## src/ciw_pkg.sv

```systemverilog
`timescale 1ns/1ns
`default_nettype none
package ciw_pkg;
    // Register byte addresses
    localparam logic [7:0] CTRL_ADDR = 8'h00;
    localparam logic [7:0] CFG_ADDR = 8'h04;
    localparam logic [7:0] RXFLG_ADDR = 8'h08;
    localparam logic [7:0] RXIEN_ADDR = 8'h0C;
    localparam logic [7:0] TXFLG_ADDR = 8'h10;
    localparam logic [7:0] TXIEN_ADDR = 8'h14;
    localparam logic [7:0] STAT_ADDR = 8'h18;
    // Control register fields
    localparam int CTRL_INIT_REQUEST_BIT = 0;
    localparam int CTRL_SLEEPRQ_BIT = 1;
    localparam int CTRL_WAKEEN_BIT = 2;
    localparam int CTRL_HOLD_BIT = 3;
    // Configuration register fields
    localparam int CFG_MODEN_BIT = 0;
    localparam int CFG_FILT_BIT = 1;
    localparam int CFG_MANREC_BIT = 2;
    // Receiver flag/enable fields
    localparam int RX_FULL_BIT = 0;
    localparam int RX_OVR_BIT = 1;
    localparam int RX_TST_LSB = 2;
    localparam int RX_RST_LSB = 4;
    localparam int RX_CSC_BIT = 6;
    localparam int RX_WAKE_BIT = 7;
    // Status register fields
    localparam int ST_INIT_ACKNOWLEDGE_BIT = 0;
    localparam int ST_SLEEPAK_BIT = 1;
    localparam int ST_BUSOFF_BIT = 2;
    // Reset values
    localparam logic [31:0] CTRL_RESET = 32'h0000_0001;
    localparam logic [31:0] CFG_RESET = 32'h0000_0000;
    localparam logic [2:0] TXE_RESET = 3'h7;
    // Timing counts
    localparam logic [3:0] RECESSIVE_RUN = 4'hB;
    localparam logic [7:0] RECOVERY_RUNS = 8'h80;
    localparam logic [3:0] WAKE_FILTER_LEN = 4'h4;
    localparam logic [2:0] INIT_SYNC_CYCLES = 3'h5;
    localparam logic [1:0] RESP_OKAY = 2'h0;
    localparam logic [1:0] RESP_SLVERR = 2'h2;
    typedef enum logic [1:0] {
        ST_ACTIVE = 2'b00,
        ST_WARN = 2'b01,
        ST_PASSIVE = 2'b10,
        ST_BUSOFF = 2'b11
    } ciw_bstate_t;
    // Events from the protocol engine
    typedef struct packed {
        logic rxDone;
        logic fifoNext;
        logic overrun;
        logic [2:0] txDone;
        logic txBusy;
        logic rxBusy;
        logic bitTick;
    } ciw_evt_t;
    // Interrupt request lines
    typedef struct packed {
        logic wake;
        logic err;
        logic rx;
        logic tx;
    } ciw_irq_t;
endpackage
`default_nettype wire

```

## src/ciw_core.sv

```systemverilog
// Design decisions made here: the placing of the registers and the AXI4-Lite register port.
`timescale 1ns/1ns
`default_nettype none
module ciw_core (
    input wire logic mclk,
    input wire logic reset_n,
    input wire logic [7:0] s_axi_awaddr,
    input wire logic s_axi_awvalid,
    output logic s_axi_awready,
    input wire logic [31:0] s_axi_wdata,
    input wire logic [3:0] s_axi_wstrb,
    input wire logic s_axi_wvalid,
    output logic s_axi_wready,
    output logic [1:0] s_axi_bresp,
    output logic s_axi_bvalid,
    input wire logic s_axi_bready,
    input wire logic [7:0] s_axi_araddr,
    input wire logic s_axi_arvalid,
    output logic s_axi_arready,
    output logic [31:0] s_axi_rdata,
    output logic [1:0] s_axi_rresp,
    output logic s_axi_rvalid,
    input wire logic s_axi_rready,
    input wire logic can_receive_line,
    input wire ciw_pkg::ciw_evt_t evt,
    input wire logic [1:0] tx_state_in,
    input wire logic [1:0] rx_state_in,
    input wire logic power_down,
    output ciw_pkg::ciw_irq_t irq,
    output logic [2:0] tx_buffer_empty_flags,
    output logic can_active
);
    ////////////////////////////////////////////////////////////////////
    logic [31:0] ctrl_r, cfg_r;
    logic [7:0] rxFlag_r, rxIen_r;
    logic [2:0] txFlag_r, txIen_r;
    logic [1:0] tx_state_field_r, rx_state_field_r;
    logic sleepAck_r, initAck_r, busOff_r, resync_r, pdSleep_r;
    logic [2:0] initCnt_r;
    logic [3:0] recCnt_r, filtCnt_r;
    logic [7:0] runCnt_r;
    logic awHeld_r, wHeld_r;
    logic [7:0] awAddr_r;
    logic [31:0] wData_r;
    logic [3:0] wStrb_r;

    wire logic init_request = ctrl_r[ciw_pkg::CTRL_INIT_REQUEST_BIT];
    wire logic sleepRq = ctrl_r[ciw_pkg::CTRL_SLEEPRQ_BIT];
    wire logic wake_on_activity_enable = ctrl_r[ciw_pkg::CTRL_WAKEEN_BIT];
    wire logic busoff_hold_bit = ctrl_r[ciw_pkg::CTRL_HOLD_BIT];
    wire logic module_enable_bit = cfg_r[ciw_pkg::CFG_MODEN_BIT];
    wire logic wake_filter_select = cfg_r[ciw_pkg::CFG_FILT_BIT];
    wire logic manual_recovery_bit = cfg_r[ciw_pkg::CFG_MANREC_BIT];

    function automatic logic [31:0] merge(input logic [31:0] old, input logic [31:0] nw,
                                          input logic [3:0] strb);
        logic [31:0] res;
        res = old;
        for (int i = 0; i < 4; i++) begin
            if (strb[i]) begin
                res[i*8 +: 8] = nw[i*8 +: 8];
            end
        end
        return res;
    endfunction

    ////////////////////////////////////////////////////////////////////
    // Write channel: address and data taken in either order
    wire logic doWrite = awHeld_r && wHeld_r && !s_axi_bvalid;
    wire logic [31:0] wMask = wData_r & {{8{wStrb_r[3]}}, {8{wStrb_r[2]}},
                                         {8{wStrb_r[1]}}, {8{wStrb_r[0]}}};
    wire logic wrCtrl = doWrite && awAddr_r == ciw_pkg::CTRL_ADDR;
    wire logic wrCfg = doWrite && awAddr_r == ciw_pkg::CFG_ADDR;
    wire logic wrRxF = doWrite && awAddr_r == ciw_pkg::RXFLG_ADDR;
    wire logic wrRxE = doWrite && awAddr_r == ciw_pkg::RXIEN_ADDR;
    wire logic wrTxF = doWrite && awAddr_r == ciw_pkg::TXFLG_ADDR;
    wire logic wrTxE = doWrite && awAddr_r == ciw_pkg::TXIEN_ADDR;
    wire logic wrOk = wrCtrl | wrCfg | wrRxF | wrRxE | wrTxF | wrTxE
                      | (awAddr_r == ciw_pkg::STAT_ADDR);

    always_ff @(posedge mclk or negedge reset_n) begin
        if (!reset_n) begin
            awHeld_r <= 1'b0;
            wHeld_r <= 1'b0;
            awAddr_r <= 8'h00;
            wData_r <= 32'h0000_0000;
            wStrb_r <= 4'h0;
            s_axi_bvalid <= 1'b0;
            s_axi_bresp <= ciw_pkg::RESP_OKAY;
        end else begin
            if (s_axi_awvalid && s_axi_awready) begin
                awHeld_r <= 1'b1;
                awAddr_r <= s_axi_awaddr;
            end
            if (s_axi_wvalid && s_axi_wready) begin
                wHeld_r <= 1'b1;
                wData_r <= s_axi_wdata;
                wStrb_r <= s_axi_wstrb;
            end
            if (doWrite) begin
                awHeld_r <= 1'b0;
                wHeld_r <= 1'b0;
                s_axi_bvalid <= 1'b1;
                s_axi_bresp <= wrOk ? ciw_pkg::RESP_OKAY : ciw_pkg::RESP_SLVERR;
            end else if (s_axi_bready) begin
                s_axi_bvalid <= 1'b0;
            end
        end
    end
    assign s_axi_awready = !awHeld_r;
    assign s_axi_wready = !wHeld_r;

    ////////////////////////////////////////////////////////////////////
    // Read channel
    wire logic [31:0] statWord = {29'h0000_0000, busOff_r, sleepAck_r, initAck_r};
    wire logic [31:0] rdMux =
        s_axi_araddr == ciw_pkg::CTRL_ADDR ? ctrl_r :
        s_axi_araddr == ciw_pkg::CFG_ADDR ? cfg_r :
        s_axi_araddr == ciw_pkg::RXFLG_ADDR ? {24'h00_0000, rxFlag_r} :
        s_axi_araddr == ciw_pkg::RXIEN_ADDR ? {24'h00_0000, rxIen_r} :
        s_axi_araddr == ciw_pkg::TXFLG_ADDR ? {29'h0000_0000, txFlag_r} :
        s_axi_araddr == ciw_pkg::TXIEN_ADDR ? {29'h0000_0000, txIen_r} :
        statWord;
    wire logic rdOk = s_axi_araddr <= ciw_pkg::STAT_ADDR && s_axi_araddr[1:0] == 2'b00;
    assign s_axi_arready = !s_axi_rvalid;

    always_ff @(posedge mclk or negedge reset_n) begin
        if (!reset_n) begin
            s_axi_rvalid <= 1'b0;
            s_axi_rdata <= 32'h0000_0000;
            s_axi_rresp <= ciw_pkg::RESP_OKAY;
        end else if (s_axi_arvalid && s_axi_arready) begin
            s_axi_rvalid <= 1'b1;
            s_axi_rdata <= rdOk ? rdMux : 32'h0000_0000;
            s_axi_rresp <= rdOk ? ciw_pkg::RESP_OKAY : ciw_pkg::RESP_SLVERR;
        end else if (s_axi_rready) begin
            s_axi_rvalid <= 1'b0;
        end
    end

    ////////////////////////////////////////////////////////////////////
    // Sleep, wake and init handshakes
    wire logic rxDom = !can_receive_line;
    // Filter trades wake latency for immunity to short dominant glitches
    wire logic activity = wake_filter_select ? (filtCnt_r == ciw_pkg::WAKE_FILTER_LEN)
                                             : rxDom;
    wire logic wakeEvt = sleepAck_r && wake_on_activity_enable && activity;
    wire logic sleepGo = sleepRq && !sleepAck_r && !evt.rxBusy && !evt.txBusy
                         && (&txFlag_r);
    wire logic [31:0] ctrlNew = merge(ctrl_r, wData_r, wStrb_r);

    always_ff @(posedge mclk or negedge reset_n) begin
        if (!reset_n) begin
            filtCnt_r <= 4'h0;
        end else if (!sleepAck_r || !rxDom) begin
            filtCnt_r <= 4'h0;
        end else if (filtCnt_r != ciw_pkg::WAKE_FILTER_LEN) begin
            filtCnt_r <= filtCnt_r + 4'h1;
        end
    end

    always_ff @(posedge mclk or negedge reset_n) begin
        if (!reset_n) begin
            ctrl_r <= ciw_pkg::CTRL_RESET;
            cfg_r <= ciw_pkg::CFG_RESET;
            sleepAck_r <= 1'b0;
            initAck_r <= 1'b0;
            initCnt_r <= 3'h0;
            resync_r <= 1'b0;
            pdSleep_r <= 1'b0;
        end else begin
            if (wrCtrl) begin
                ctrl_r <= ctrlNew;
                // Requests cannot be withdrawn before acknowledged
                if (!sleepAck_r) ctrl_r[ciw_pkg::CTRL_SLEEPRQ_BIT] <= sleepRq | ctrlNew[1];
                if (!initAck_r) ctrl_r[ciw_pkg::CTRL_INIT_REQUEST_BIT] <= init_request | ctrlNew[0];
            end
            if (wrCfg && initAck_r) cfg_r <= merge(cfg_r, wData_r, wStrb_r);
            if (wakeEvt) begin
                ctrl_r[ciw_pkg::CTRL_SLEEPRQ_BIT] <= 1'b0;
                sleepAck_r <= 1'b0;
                resync_r <= 1'b1;
            end else if (sleepGo) begin
                sleepAck_r <= 1'b1;
            end else if (!sleepRq) begin
                sleepAck_r <= 1'b0;
            end
            if (resync_r && recCnt_r == ciw_pkg::RECESSIVE_RUN) resync_r <= 1'b0;
            // Latched on entry so the wake itself does not drop the permission
            pdSleep_r <= power_down && (pdSleep_r || sleepAck_r);
            if (!init_request) begin
                initCnt_r <= 3'h0;
                initAck_r <= 1'b0;
            end else if (initCnt_r != ciw_pkg::INIT_SYNC_CYCLES) begin
                initCnt_r <= initCnt_r + 3'h1;
            end else begin
                initAck_r <= !evt.rxBusy && !evt.txBusy;
            end
        end
    end

    ////////////////////////////////////////////////////////////////////
    // Bus-off recovery counting
    wire logic runDone = evt.bitTick && !rxDom && recCnt_r == ciw_pkg::RECESSIVE_RUN - 4'h1;
    wire logic countsDone = runCnt_r == ciw_pkg::RECOVERY_RUNS;
    wire logic recover = busOff_r && countsDone
                         && (!manual_recovery_bit || !busoff_hold_bit);
    always_ff @(posedge mclk or negedge reset_n) begin
        if (!reset_n) begin
            recCnt_r <= 4'h0;
            runCnt_r <= 8'h00;
            busOff_r <= 1'b0;
        end else begin
            // Runs restart back to back so a long idle counts many of them
            if (evt.bitTick && rxDom) recCnt_r <= 4'h0;
            else if (evt.bitTick && recCnt_r == ciw_pkg::RECESSIVE_RUN) recCnt_r <= 4'h1;
            else if (evt.bitTick) begin
                recCnt_r <= recCnt_r + 4'h1;
            end
            if (busOff_r && runDone && !countsDone && !sleepAck_r) begin
                runCnt_r <= runCnt_r + 8'h01;
            end
            if (recover) begin
                busOff_r <= 1'b0;
                runCnt_r <= 8'h00;
            end else if (tx_state_in == ciw_pkg::ST_BUSOFF && !busOff_r) begin
                busOff_r <= 1'b1;
                runCnt_r <= 8'h00;
            end
        end
    end

    ////////////////////////////////////////////////////////////////////
    // Flags: set wins over write-one-to-clear
    wire logic stChange = tx_state_in != tx_state_field_r || rx_state_in != rx_state_field_r;
    wire logic fullSet = !sleepAck_r && (evt.rxDone || evt.fifoNext);
    logic [7:0] rxSet, rxClr;
    assign rxSet = {wakeEvt, stChange, 4'h0, evt.overrun, fullSet};
    assign rxClr = wrRxF ? wMask[7:0] : 8'h00;
    wire logic [2:0] txSet = evt.txDone;
    wire logic [2:0] txClr = (wrTxF && !sleepAck_r) ? wMask[2:0] : 3'h0;
    wire logic [7:0] rxKeep = {1'b1, 1'b1, 4'h0, 1'b1, 1'b1};

    always_ff @(posedge mclk or negedge reset_n) begin
        if (!reset_n) begin
            rxFlag_r <= 8'h00;
            rxIen_r <= 8'h00;
            txFlag_r <= ciw_pkg::TXE_RESET;
            txIen_r <= 3'h0;
            tx_state_field_r <= ciw_pkg::ST_ACTIVE;
            rx_state_field_r <= ciw_pkg::ST_ACTIVE;
        end else if (initAck_r) begin
            rxFlag_r <= 8'h00;
            txFlag_r <= ciw_pkg::TXE_RESET;
            if (wrRxE) rxIen_r <= wMask[7:0];
            if (wrTxE) txIen_r <= wMask[2:0];
        end else begin
            // Setting condition present in this cycle wins the clear
            rxFlag_r[7] <= rxSet[7] | (rxFlag_r[7] & ~rxClr[7]);
            rxFlag_r[6] <= rxSet[6] | (rxFlag_r[6] & ~rxClr[6]);
            rxFlag_r[1:0] <= rxSet[1:0] | (rxFlag_r[1:0] & ~rxClr[1:0]) & rxKeep[1:0];
            rxFlag_r[5:2] <= {rx_state_in, tx_state_in};
            txFlag_r <= txSet | (txFlag_r & ~txClr);
            tx_state_field_r <= tx_state_in;
            rx_state_field_r <= rx_state_in;
            if (wrRxE) rxIen_r <= wMask[7:0];
            if (wrTxE) txIen_r <= wMask[2:0];
        end
    end

    ////////////////////////////////////////////////////////////////////
    // Interrupt requests, registered
    always_ff @(posedge mclk or negedge reset_n) begin
        if (!reset_n) begin
            irq <= '0;
            tx_buffer_empty_flags <= ciw_pkg::TXE_RESET;
            can_active <= 1'b0;
        end else begin
            irq.wake <= rxFlag_r[7] & rxIen_r[7]
                        & (!power_down || pdSleep_r);
            irq.err <= (rxFlag_r[6] & rxIen_r[6]) | (rxFlag_r[1] & rxIen_r[1]);
            irq.rx <= rxFlag_r[0] & rxIen_r[0];
            irq.tx <= |(txFlag_r & txIen_r);
            tx_buffer_empty_flags <= txFlag_r;
            can_active <= module_enable_bit && !initAck_r && !sleepAck_r && !resync_r;
        end
    end

    ////////////////////////////////////////////////////////////////////
    property p_rx_irq; @(posedge mclk) disable iff (!reset_n)
        (rxFlag_r[0] && rxIen_r[0]) |=> irq.rx; endproperty
    a_rx_irq: assert property (p_rx_irq) else $error("rx irq missing");
    property p_tx_irq; @(posedge mclk) disable iff (!reset_n)
        irq.tx |-> $past(|(txFlag_r & txIen_r)); endproperty
    a_tx_irq: assert property (p_tx_irq) else $error("tx irq spurious");
    property p_err_irq; @(posedge mclk) disable iff (!reset_n)
        irq.err |-> $past(rxFlag_r[6] | rxFlag_r[1]); endproperty
    a_err_irq: assert property (p_err_irq) else $error("err irq spurious");
    property p_set_wins; @(posedge mclk) disable iff (!reset_n)
        (evt.overrun && !initAck_r) |=> rxFlag_r[1]; endproperty
    a_set_wins: assert property (p_set_wins) else $error("set lost");
    property p_zero_keep; @(posedge mclk) disable iff (!reset_n)
        (txFlag_r[0] && !txClr[0] && !initAck_r) |=> txFlag_r[0]; endproperty
    a_zero_keep: assert property (p_zero_keep) else $error("tx lost");
    property p_wake; @(posedge mclk) disable iff (!reset_n)
        wakeEvt |=> (!sleepAck_r && rxFlag_r[7] && resync_r); endproperty
    a_wake: assert property (p_wake) else $error("wake");
    property p_noflt; @(posedge mclk) disable iff (!reset_n)
        (sleepAck_r && !wake_on_activity_enable) |=> !rxFlag_r[7] || $past(rxFlag_r[7]); endproperty
    a_noflt: assert property (p_noflt) else $error("wake without enable");
    property p_sleep; @(posedge mclk) disable iff (!reset_n)
        $rose(sleepAck_r) |-> $past(!evt.txBusy && !evt.rxBusy); endproperty
    a_sleep: assert property (p_sleep) else $error("sleep busy");
    property p_init; @(posedge mclk) disable iff (!reset_n)
        $rose(initAck_r) |-> $past(init_request, 6); endproperty
    a_init: assert property (p_init) else $error("init ack early");
    property p_rec; @(posedge mclk) disable iff (!reset_n)
        $fell(busOff_r) |-> $past(countsDone); endproperty
    a_rec: assert property (p_rec) else $error("early recovery");
    property p_man; @(posedge mclk) disable iff (!reset_n)
        $fell(busOff_r) |-> $past(!manual_recovery_bit || !busoff_hold_bit); endproperty
    a_man: assert property (p_man) else $error("hold ignored");
    c_wake: cover property (@(posedge mclk) disable iff (!reset_n) wakeEvt);
    c_rec: cover property (@(posedge mclk) disable iff (!reset_n) $fell(busOff_r));
    c_rxirq: cover property (@(posedge mclk) disable iff (!reset_n) $rose(irq.rx));
endmodule
`default_nettype wire

```

## config.mk

```make
export PLATFORM = sky130hd
export DESIGN_NAME = ciw_core
export DESIGN_NICKNAME = d
export VERILOG_FILES = /design/src/ciw_pkg.sv /design/src/ciw_core.sv
export SDC_FILE = /design/constraint.sdc
export NUM_CORES = 1
export LEC_CHECK = 0
export BUFFER_PORTS_ARGS = -buffer_cell sky130_fd_sc_hd__buf_2
export CAP_MARGIN = 10
export CORE_ASPECT_RATIO = 0.6
export CORE_MARGIN = 2
export CORE_UTILIZATION = 55
export DETAILED_ROUTE_END_ITERATION = 6
export GPL_TIMING_DRIVEN = 0
export PLACE_DENSITY = 0.77
export SLEW_MARGIN = 15
export SYNTH_ARGS = -nofsm -noshare
export SYNTH_HDL_FRONTEND = slang
export SYNTH_SLANG_ARGS = --single-unit
export TNS_END_PERCENT = 5
```

## constraint.sdc

```tcl
create_clock -name mclk -period 2.9 [get_ports mclk]
set_input_delay 0.145 -clock mclk [delete_from_list [all_inputs] [get_ports mclk]]
set_output_delay 0.145 -clock mclk [all_outputs]
set_load 0.01 [all_outputs]
```

-- After elaboration in Yosys (flattened, before gate mapping)
Cells that the tools add are included.
- word-level logic and storage cells: 224
- register bits: 206
- output and inout port bits: 49
- bits of input ports: 74
- equal/unequal tests: 23
- reductions and logical operators: 81
- order comparisons: 1
- bitwise logic cells: 28
- mux-type cells: 46
- add/subtract/negate cells: 4
- operators by type and width (operator ; count):
    two-way mux 32 bit ; 3
    two-way mux 8 bit ; 7
    equality test 8 x 5 -> 1 bit, second input constant ; 5
    logical AND 1 bit ; 37
    equality test 8 x 4 -> 1 bit, second input constant ; 4
    two-way mux 1 bit ; 21
    two-way mux 4 bit ; 5
    two-way mux 3 bit ; 6
    equality test 8 x 3 -> 1 bit, second input constant ; 2
    zero test 8 bit ; 2
    AND reduction 2 bit ; 8
    nonzero test 2 bit ; 8
    zero test 1 bit ; 15
    OR 1 bit ; 11
    adder 4 x 1 -> 4 bit, second input constant ; 2
    adder 8 x 1 -> 8 bit, second input constant ; 1
    AND 8 bit ; 1
    equality test 4 bit, second input constant ; 2
    equality test 8 bit, second input constant ; 1
    <= comparator 8 x 5 -> 1 bit, second input constant ; 1
    two-way mux 2 bit ; 4
    AND 1 bit ; 7
    AND 3 bit ; 2
    logical OR 1 bit ; 6
    19 further kinds ; 22

-- Logic depth before layout (Yosys ltp)
Gate-level depths: netlist (run 1).
- depth in word-level cells: 10
- mapped depth: 7
- depth with buffers taken out: 7

-- Worst setup path before layout (run 1)
Ideal clock, no wire load.
- path type: register -> register
- start: register awAddr_r[0]
- end: register cfg_r[16]
- library setup time: 0.125 ns
- period minus slack after synthesis: 1.995 ns
- arrival time: 1.870 ns
- path slack: 0.905 ns
- buffers on the path: 2
- cell stages (with the launch flop): 7
- required time: 2.775 ns
- path through: dfrtp_1 or4_4 nor4_4 buf_6 and4_1 buf_6 mux2_2
- word-level cells in the longest chain between the ends: 4
- ends and longest elaborated chain (item ; RTL line ; text):
    start: declaration ; ciw_core.sv:43 ; logic [7:0] awAddr_r;
    start signal: assignment ; ciw_core.sv:93 ; awAddr_r <= s_axi_awaddr;
    equality test 8 x 3 -> 1 bit ; ciw_core.sv:73 ; wire logic wrCfg = doWrite && awAddr_r == ciw_pkg::CFG_ADDR;
    logical AND 1 bit ; ciw_core.sv:73 ;
    logical AND 1 bit ; ciw_core.sv:178 ; if (wrCfg && initAck_r) cfg_r <= merge(cfg_r, wData_r, wStrb_r);
    AND reduction 2 bit (no source line) ; - ;
    end signal: assignment ; ciw_core.sv:165 ; cfg_r <= ciw_pkg::CFG_RESET;
    end signal: assignment ; ciw_core.sv:178 ;
    end: declaration ; ciw_core.sv:34 ; logic [31:0] ctrl_r, cfg_r;
No other way between the ends.
A chain may end at the register's enable or synchronous reset.

-- Worst setup path in the final report (run 1)
- start: register recCnt_r[0]
- end: register runCnt_r[4]
- word-level cells in the longest chain between the ends: 6
- ends and longest elaborated chain (item ; RTL line ; text):
    start: declaration ; ciw_core.sv:40 ; logic [3:0] recCnt_r, filtCnt_r;
    start signal: assignment ; ciw_core.sv:218 ; recCnt_r <= recCnt_r + 4'h1;
    equality test 4 bit ; ciw_core.sv:204 ; wire logic runDone = evt.bitTick && !rxDom && recCnt_r == ciw_pkg::RECESSIVE_RUN - 4'h1;
    logical AND 1 bit ; ciw_core.sv:204 ;
    logical AND 1 bit (3 in series) ; ciw_core.sv:220 ; if (busOff_r && runDone && !countsDone && !sleepAck_r) begin
    nonzero test 3 bit (no source line) ; - ;
    end signal: assignment ; ciw_core.sv:221 ; runCnt_r <= runCnt_r + 8'h01;
    end: declaration ; ciw_core.sv:41 ; logic [7:0] runCnt_r;
No other way between the ends.

==> results of run 1 <==
[through the flow]
stage | hold WS, ps | TNS, ps | cells
3_3_place_gp | 324 | -337630 | 1062
2_1_floorplan | -151 | 0 | 741
6_report | 19.8 | 0 | 1157
3_5_place_dp | 239 | 0 | 1063
5_1_grt | 40.1 | 0 | 1157
4_1_cts | 5.84 | 0 | 1157
[area by class of cell]
cell class / count / area share
Inverter: 23 / 0.00797
Sequential cell: 204 / 0.472
Clock inverter: 4 / 0.00416
Buffer: 35 / 0.0184
Tap cell: 203 / 0.0235
Multi-Input combinational cell: 479 / 0.306
Clock buffer: 28 / 0.0526
Timing Repair Buffer: 181 / 0.115
[final timing paths]
path | from | end | depth (start not counted)
worst max register to register | recCnt_r[0] | runCnt_r[4] | 8
worst min-delay path | evt[2] | initAck_r | 4
max in group asynchronous | reset_n | wData_r[31] | 3
worst min register to register | txFlag_r[0] | tx_buffer_empty_flags[0] | 0
worst max-delay path | recCnt_r[0] | runCnt_r[4] | 8
min in group asynchronous | reset_n | filtCnt_r[3] | 2
[registers in the layout (all words and copies together), names as in the netlist, 2 cells and up]
signal and cells:
ctrl_r 32, txIen_r 3, wData_r 32, initCnt_r 3, tx_state_field_r 2, recCnt_r 4
wStrb_r 4, cfg_r 32, s_axi_rdata 32, runCnt_r 8, rxIen_r 8, txFlag_r 3
irq 4, rx_state_field_r 2, rxFlag_r 8, awAddr_r 8, filtCnt_r 4, tx_buffer_empty_flags 3
[cells in the final DEF (no fill, tap or decap), types with 8 or more instances in the layout]
cell / synthesis / routed
xor2_1: 11 / 11
inv_1: 23 / 23
ha_1: 8 / 8
dlygate4sd3_1: 0 / 62
nand3_1: 20 / 20
nand2_1: 92 / 92
dfrtp_1: 197 / 197
buf_2: 3 / 120
o31ai_1: 8 / 8
nor2b_1: 15 / 15
clkbuf_16: 0 / 19
and3_1: 9 / 9
nor2_1: 33 / 33
mux2_2: 99 / 99
nor3_1: 12 / 11
a22oi_1: 25 / 25
clkbuf_1: 18 / 21
mux2i_1: 9 / 9
o21ai_1: 20 / 20
a21oi_1: 12 / 12
o21ai_0: 41 / 41
[timing repair]
item                       in CTS  in global routing
gates resized for setup         0                  1
hold buffers                   62                  0
setup endpoints to repair       0                  1
hold endpoints to repair      157                  0
[metal layers]
layer  vias to the layer above  GRT usage
met2                       152      0.385
li1                       2995          -
met1                      3174      0.386
met3                        18     0.0434
met5                         -          0
met4                         0     0.0391
[tightest hold or removal path, cell delays in order]
cell and delay [ps]:
buf_2 100, nor3_1 50, a21oi_1 110, nor2b_1 60
[power breakdown]
part	internal [mW]	switching [mW]	leakage, nW
registers	3.35	0.445	2.65
clock network	1.44	1.03	0.307
logic	0.634	0.613	2.25
[cell families after synthesis]
family                     Yosys count
DFF                                204
AOI/OAI and AO/OA                  132
other                                1
muxes                              109
buffers and inverters               58
adders and majority gates            8
xor gates and xnor gates            13
and+or+nand+nor                    215
==> results.md, run 1 <==
* Status: finished, final reports clean
* CP max FO at 8
* Largest family of logic cells by synthesized area: multiplexers
* Critical Path End Type: flop
* Filler instances at 1134
* Asr flop ratio synth at 1.00
* PD cells at 694 mW/mm^2
* Global-route wire length before repair at 33.6 mm
* Area of the multi-input gates at 0.00331 mm^2
* Number of I/O pins at 123
* Fmax achieved at 0.397 GHz
* Final Cycle Share at 0.868
* Most frequent cell after synthesis: dfrtp_1
* Number of port buffers at 118
* M1 WL at 10.3 mm
* Avg Cell Area, Syn at 11.8 um^2
* Ys flop type: dfrtp_1
* Commonest cells in the netlist: 197 x dfrtp_1, 99 x mux2_2, 92 x nand2_1
* Crit Path Class: reg -> reg
* Startpoint types: flop
* 1st-iter DRT viols at 431
* Skew final at 12.6 ps
* Synth Area in Adders at 0.0115
* Req. time, crit path at 3310 ps
* Pre-CTS WS at 703 ps
* CP peak stage delay at 560 ps
* Final Util at 0.703
* Number of global-route vias before repair at 6423
* Layout cell share with drive strength beyond 1 at 0.291
* Sequential standard cell area at 0.00511 mm^2
* Placed Area at 0.00959 mm^2
* Ant. Diodes at 0
* CTS tree: built
* Post-synth top area share at 0.566
* Final #Nets at 1025
* Pin count of the biggest net entering global routing at 105
* Synth Area in Simple Gates at 0.122
* Compound-Gate Fraction of Synth Area at 0.0931
* Routed length per instance at 17.7 um
* Synth top area cells: dfrtp_1 57%, mux2_2 13%, nand2_1 4.0%
* Max layer used: met4
* TritonCTS Buffers at 19
* Metal3 WL at 1.03 mm
* Total congestion overflow at 0
* CP max-delay cell: nor3_2
* Die Ht at 101 um
* Initial Util at 0.565
* Final setup margin at 382 ps
* Critical path's top delay family: simple AND/OR/NAND/NOR gates
* Mapped Area at 0.00870 mm^2
* Postcts setup bufs at 0
* Site Rows at 35
* Sequential area share after synthesis at 0.587
* Post-Syn Instances at 740
* Area leader, netlist: dfrtp_1
* Crit path buf inv count at 2
* R2r setup slk at 380 ps
* Post-synthesis mux area share at 0.140
* XOR/XNOR Fraction of Synth Area at 0.0131
* Root Driver: clkbuf_16
* HP Class: in -> reg
* H-Tree Depth at 1
* Number of flops mapped to enable cells by yosys at 0
* Worst-Skew Late Latency at 480 ps
* Layout area overhead at 24.4%
* Die width at 166 um
* Post-route ant nets at 0
* Gr usage total at 0.250
* Via density per instance at 5.48
* Num Clock Sinks at 204
* GPL Wtd Cong at 0.856
* Synth Register Bits at 204
* Final instance area at 0.0108 mm^2
* Leak at 5.21 nW
* Die area at 0.0169 mm^2
* CTS clk-pin slew, worst paths at 70 ps
* Slew @ Worst Pin at 758 ps
* WL met2 at 8.89 mm
* Post-layout min period at 2520 ps
* Final setup vio count at 0
* CP cell instances: inv_1 -> ha_1 -> nand4b_1 -> nor3_2 -> nand4_1 -> xor2_1 -> a31oi_1 -> dlygate4sd3_1
* HPWL after DPL at 14.1 mm
* Peak supply drop at 0.392 mV
* Total Power at 7.51 mW
* CTS Buffer Depth at 3
* DR vias at 6339
* Crit path arrival time at 2930 ps
* Max Cap Viol at 0
* Slew headroom at 0.495
* Antenna violations before repair at 0
* Routed WL at 20.5 mm
* Synth cell types at 50
* Final Slew Violations at 0
* DRC at 0
* Final Hold Vio Count at 0
* Core Area at 0.0154 mm^2
* First-pass iteration count of the detailed router at 4
* RSZ-0062 raised after global routing: no
* YS warnings at 0
(Power assumes the default switching activity.)
==> run 2: changes to the inputs <==
--- a/config.mk
+++ b/config.mk
@@ -9,10 +9,9 @@
 export CAP_MARGIN = 10
 export CORE_ASPECT_RATIO = 0.6
 export CORE_MARGIN = 2
-export CORE_UTILIZATION = 55
+export CORE_UTILIZATION = 35
 export DETAILED_ROUTE_END_ITERATION = 6
 export GPL_TIMING_DRIVEN = 0
-export PLACE_DENSITY = 0.77
 export SLEW_MARGIN = 15
 export SYNTH_ARGS = -nofsm -noshare
 export SYNTH_HDL_FRONTEND = slang
==> run 2 against run 1 <==
Against the previous run:
- core utilization is 25 points lower
- critical endpoint unchanged
- die area is 55% higher
- first-iteration DRC count shrank 22%
- clock-buffer cell count shrank 1
- highest routed layer unchanged
- power grew 0.91%
- setup slack got worse by 130 ps
- routed wire length up 8.0%
- clock skew grew 9.8 ps
- global-route usage shrank 7.9 points
- register-to-register slack lost 130 ps
==> results.md, run 2 (synthesis gave the netlist of run 1 again) <==
* Status: finished, final reports clean
* Gr usage total at 0.171
* DR vias at 6296
* Slew headroom at 0.398
* Routed WL at 22.1 mm
* PD cells at 686 mW/mm^2
* Postcts setup bufs at 0
* Global-route wire length before repair at 35.7 mm
* Crit path arrival time at 3060 ps
* Antenna violations before repair at 2
* Most crowded layer after global routing: met1
* Worst-Skew Late Latency at 490 ps
* Pin count of the biggest net entering global routing at 102
* Reg2Reg Depth at 7
* CTS Buffer Depth at 3
* Final Cycle Share at 0.915
* Worst Hold Launch: evt[7]
* Startpoint types: flop
* Placed Area at 0.00977 mm^2
* Die Ht at 126 um
* Inst Count DP at 1183
* Most frequent cells in the layout: 197 x dfrtp_1, 120 x buf_2, 99 x mux2_2
* Layout area overhead at 26.9%
* Total Power at 7.58 mW
* Root Driver: clkbuf_16
* Sequential standard cell area at 0.00511 mm^2
* Slew @ Worst Pin at 896 ps
* Post-route ant nets at 0
* Die width at 208 um
* Hold WS at 18.0 ps
* Layout cell share with drive strength beyond 1 at 0.290
* First-pass iteration count of the detailed router at 5
* R2r setup slk at 250 ps
* Final Hold Vio Count at 0
* GR met3 Demand/Resource at 0.0464
* Core Area at 0.0243 mm^2
* Total congestion overflow at 0
* Initial Util at 0.359
* Critical Path End Type: flop
* Filler instances at 2281
* Max Cap Viol at 0
* CP max FO at 9
* Number of I/O pins at 123
* Site Rows at 44
* Peak supply drop at 0.522 mV
* Final Slew Violations at 0
* Fmax achieved at 0.377 GHz
* Crit Path Class: reg -> reg
* FF-to-FF End: runCnt_r[4]
* Critical R2R Launch: sleepAck_r
* Post-CTS Resized at 0
* GPL Wtd Cong at 0.845
* CTS clk-pin slew, worst paths at 60 ps
* Area of the multi-input gates at 0.00331 mm^2
* Met1 usage at 0.275
* TritonCTS Buffers at 21
* DRC at 0
* Die area at 0.0262 mm^2
* Skew final at 22.4 ps
* CP startpoint: sleepAck_r
* HP Class: in -> reg
* Routed length per instance at 17.2 um
* Final setup vio count at 0
* Number of port buffers at 118
* HPWL after DPL at 16.0 mm
* Number of global-route vias before repair at 6290
* H-Tree Depth at 1
* RSZ-0062 raised after global routing: no
* 1st-iter DRT viols at 337
* Final #Nets at 1031
* Via density per instance at 4.91
* CTS tree: built
* Post-layout min period at 2650 ps
* Post-Layout Cell Count at 1283
* Leak at 5.24 nW
* Num Clock Sinks at 204
* Commonest non-fill, non-tap cell in the layout: dfrtp_1
* CP Capture Point: runCnt_r[4]
* Met2 Track Usage GR at 0.228
* Final instance area at 0.0110 mm^2
* Req. time, crit path at 3310 ps
-- run 2: cell count changes in the layout (fill, tap and decap cells not counted), sizes merged --
cell / change
dlygate4sd3: +3
clkinv: +2
diode: +2
buf: +1
clkbuf: -1
-- run 2: how the worst min path moves through the flow --
stage                                     end  slack [ps]  cells past startpoint
after floorplan                   awAddr_r[0]        -150                      0
after global placement           s_axi_bvalid         320                      2
after detailed placement  rx_state_field_r[0]          70                      1
after CTS                         rxFlag_r[0]           8                      3
after global routing               sleepAck_r          40                      4
final                             rxFlag_r[0]          20                      3
-- run 2: what timing repair did --
action / CTS / global route
hold buffers: 65 / 0
setup endpoints to repair: 0 / 0
endpoints found under the hold margin: 169 / 0
-- run 2: metrics by stage --
stage               worst slack (ps)  TNS, ps  utilization
finish                           248        0        0.455
global route                    51.5        0        0.455
CTS                              233        0        0.455
detailed placement               649        0        0.402
global placement               -1970  -385990        0.400
floorplan                        905        0            -
-- run 2: cell type report --
class                   count  area share
well taps                 322      0.0365
inverters                  23     0.00781
plain buffers              35      0.0180
multi-input cells         479       0.300
repair buffers            185       0.118
clock buffers              27      0.0514
flip-flops and latches    204       0.463
diodes                      2    0.000453
clock inverters             6     0.00532
-- run 2: metal layers --
metal	vias up	share of wire
met5	-	0
met4	0	0.016
met2	168	0.38
met1	3088	0.53
met3	24	0.075
li1	3016	-
-- run 2: critical path: stages (launching register included) --
cell and delay (ps):
dfrtp_1 360, clkbuf_1 200, nand4b_1 220, nor3_1 740, nand4_1 200, xor2_1 180, a31oi_1 120, dlygate4sd3_1 560
-- run 2: power breakdown --
part	switching (mW)	internal, mW	leakage (nW)
clock network	1.08	1.46	0.312
logic	0.619	0.638	2.28
registers	0.437	3.35	2.65
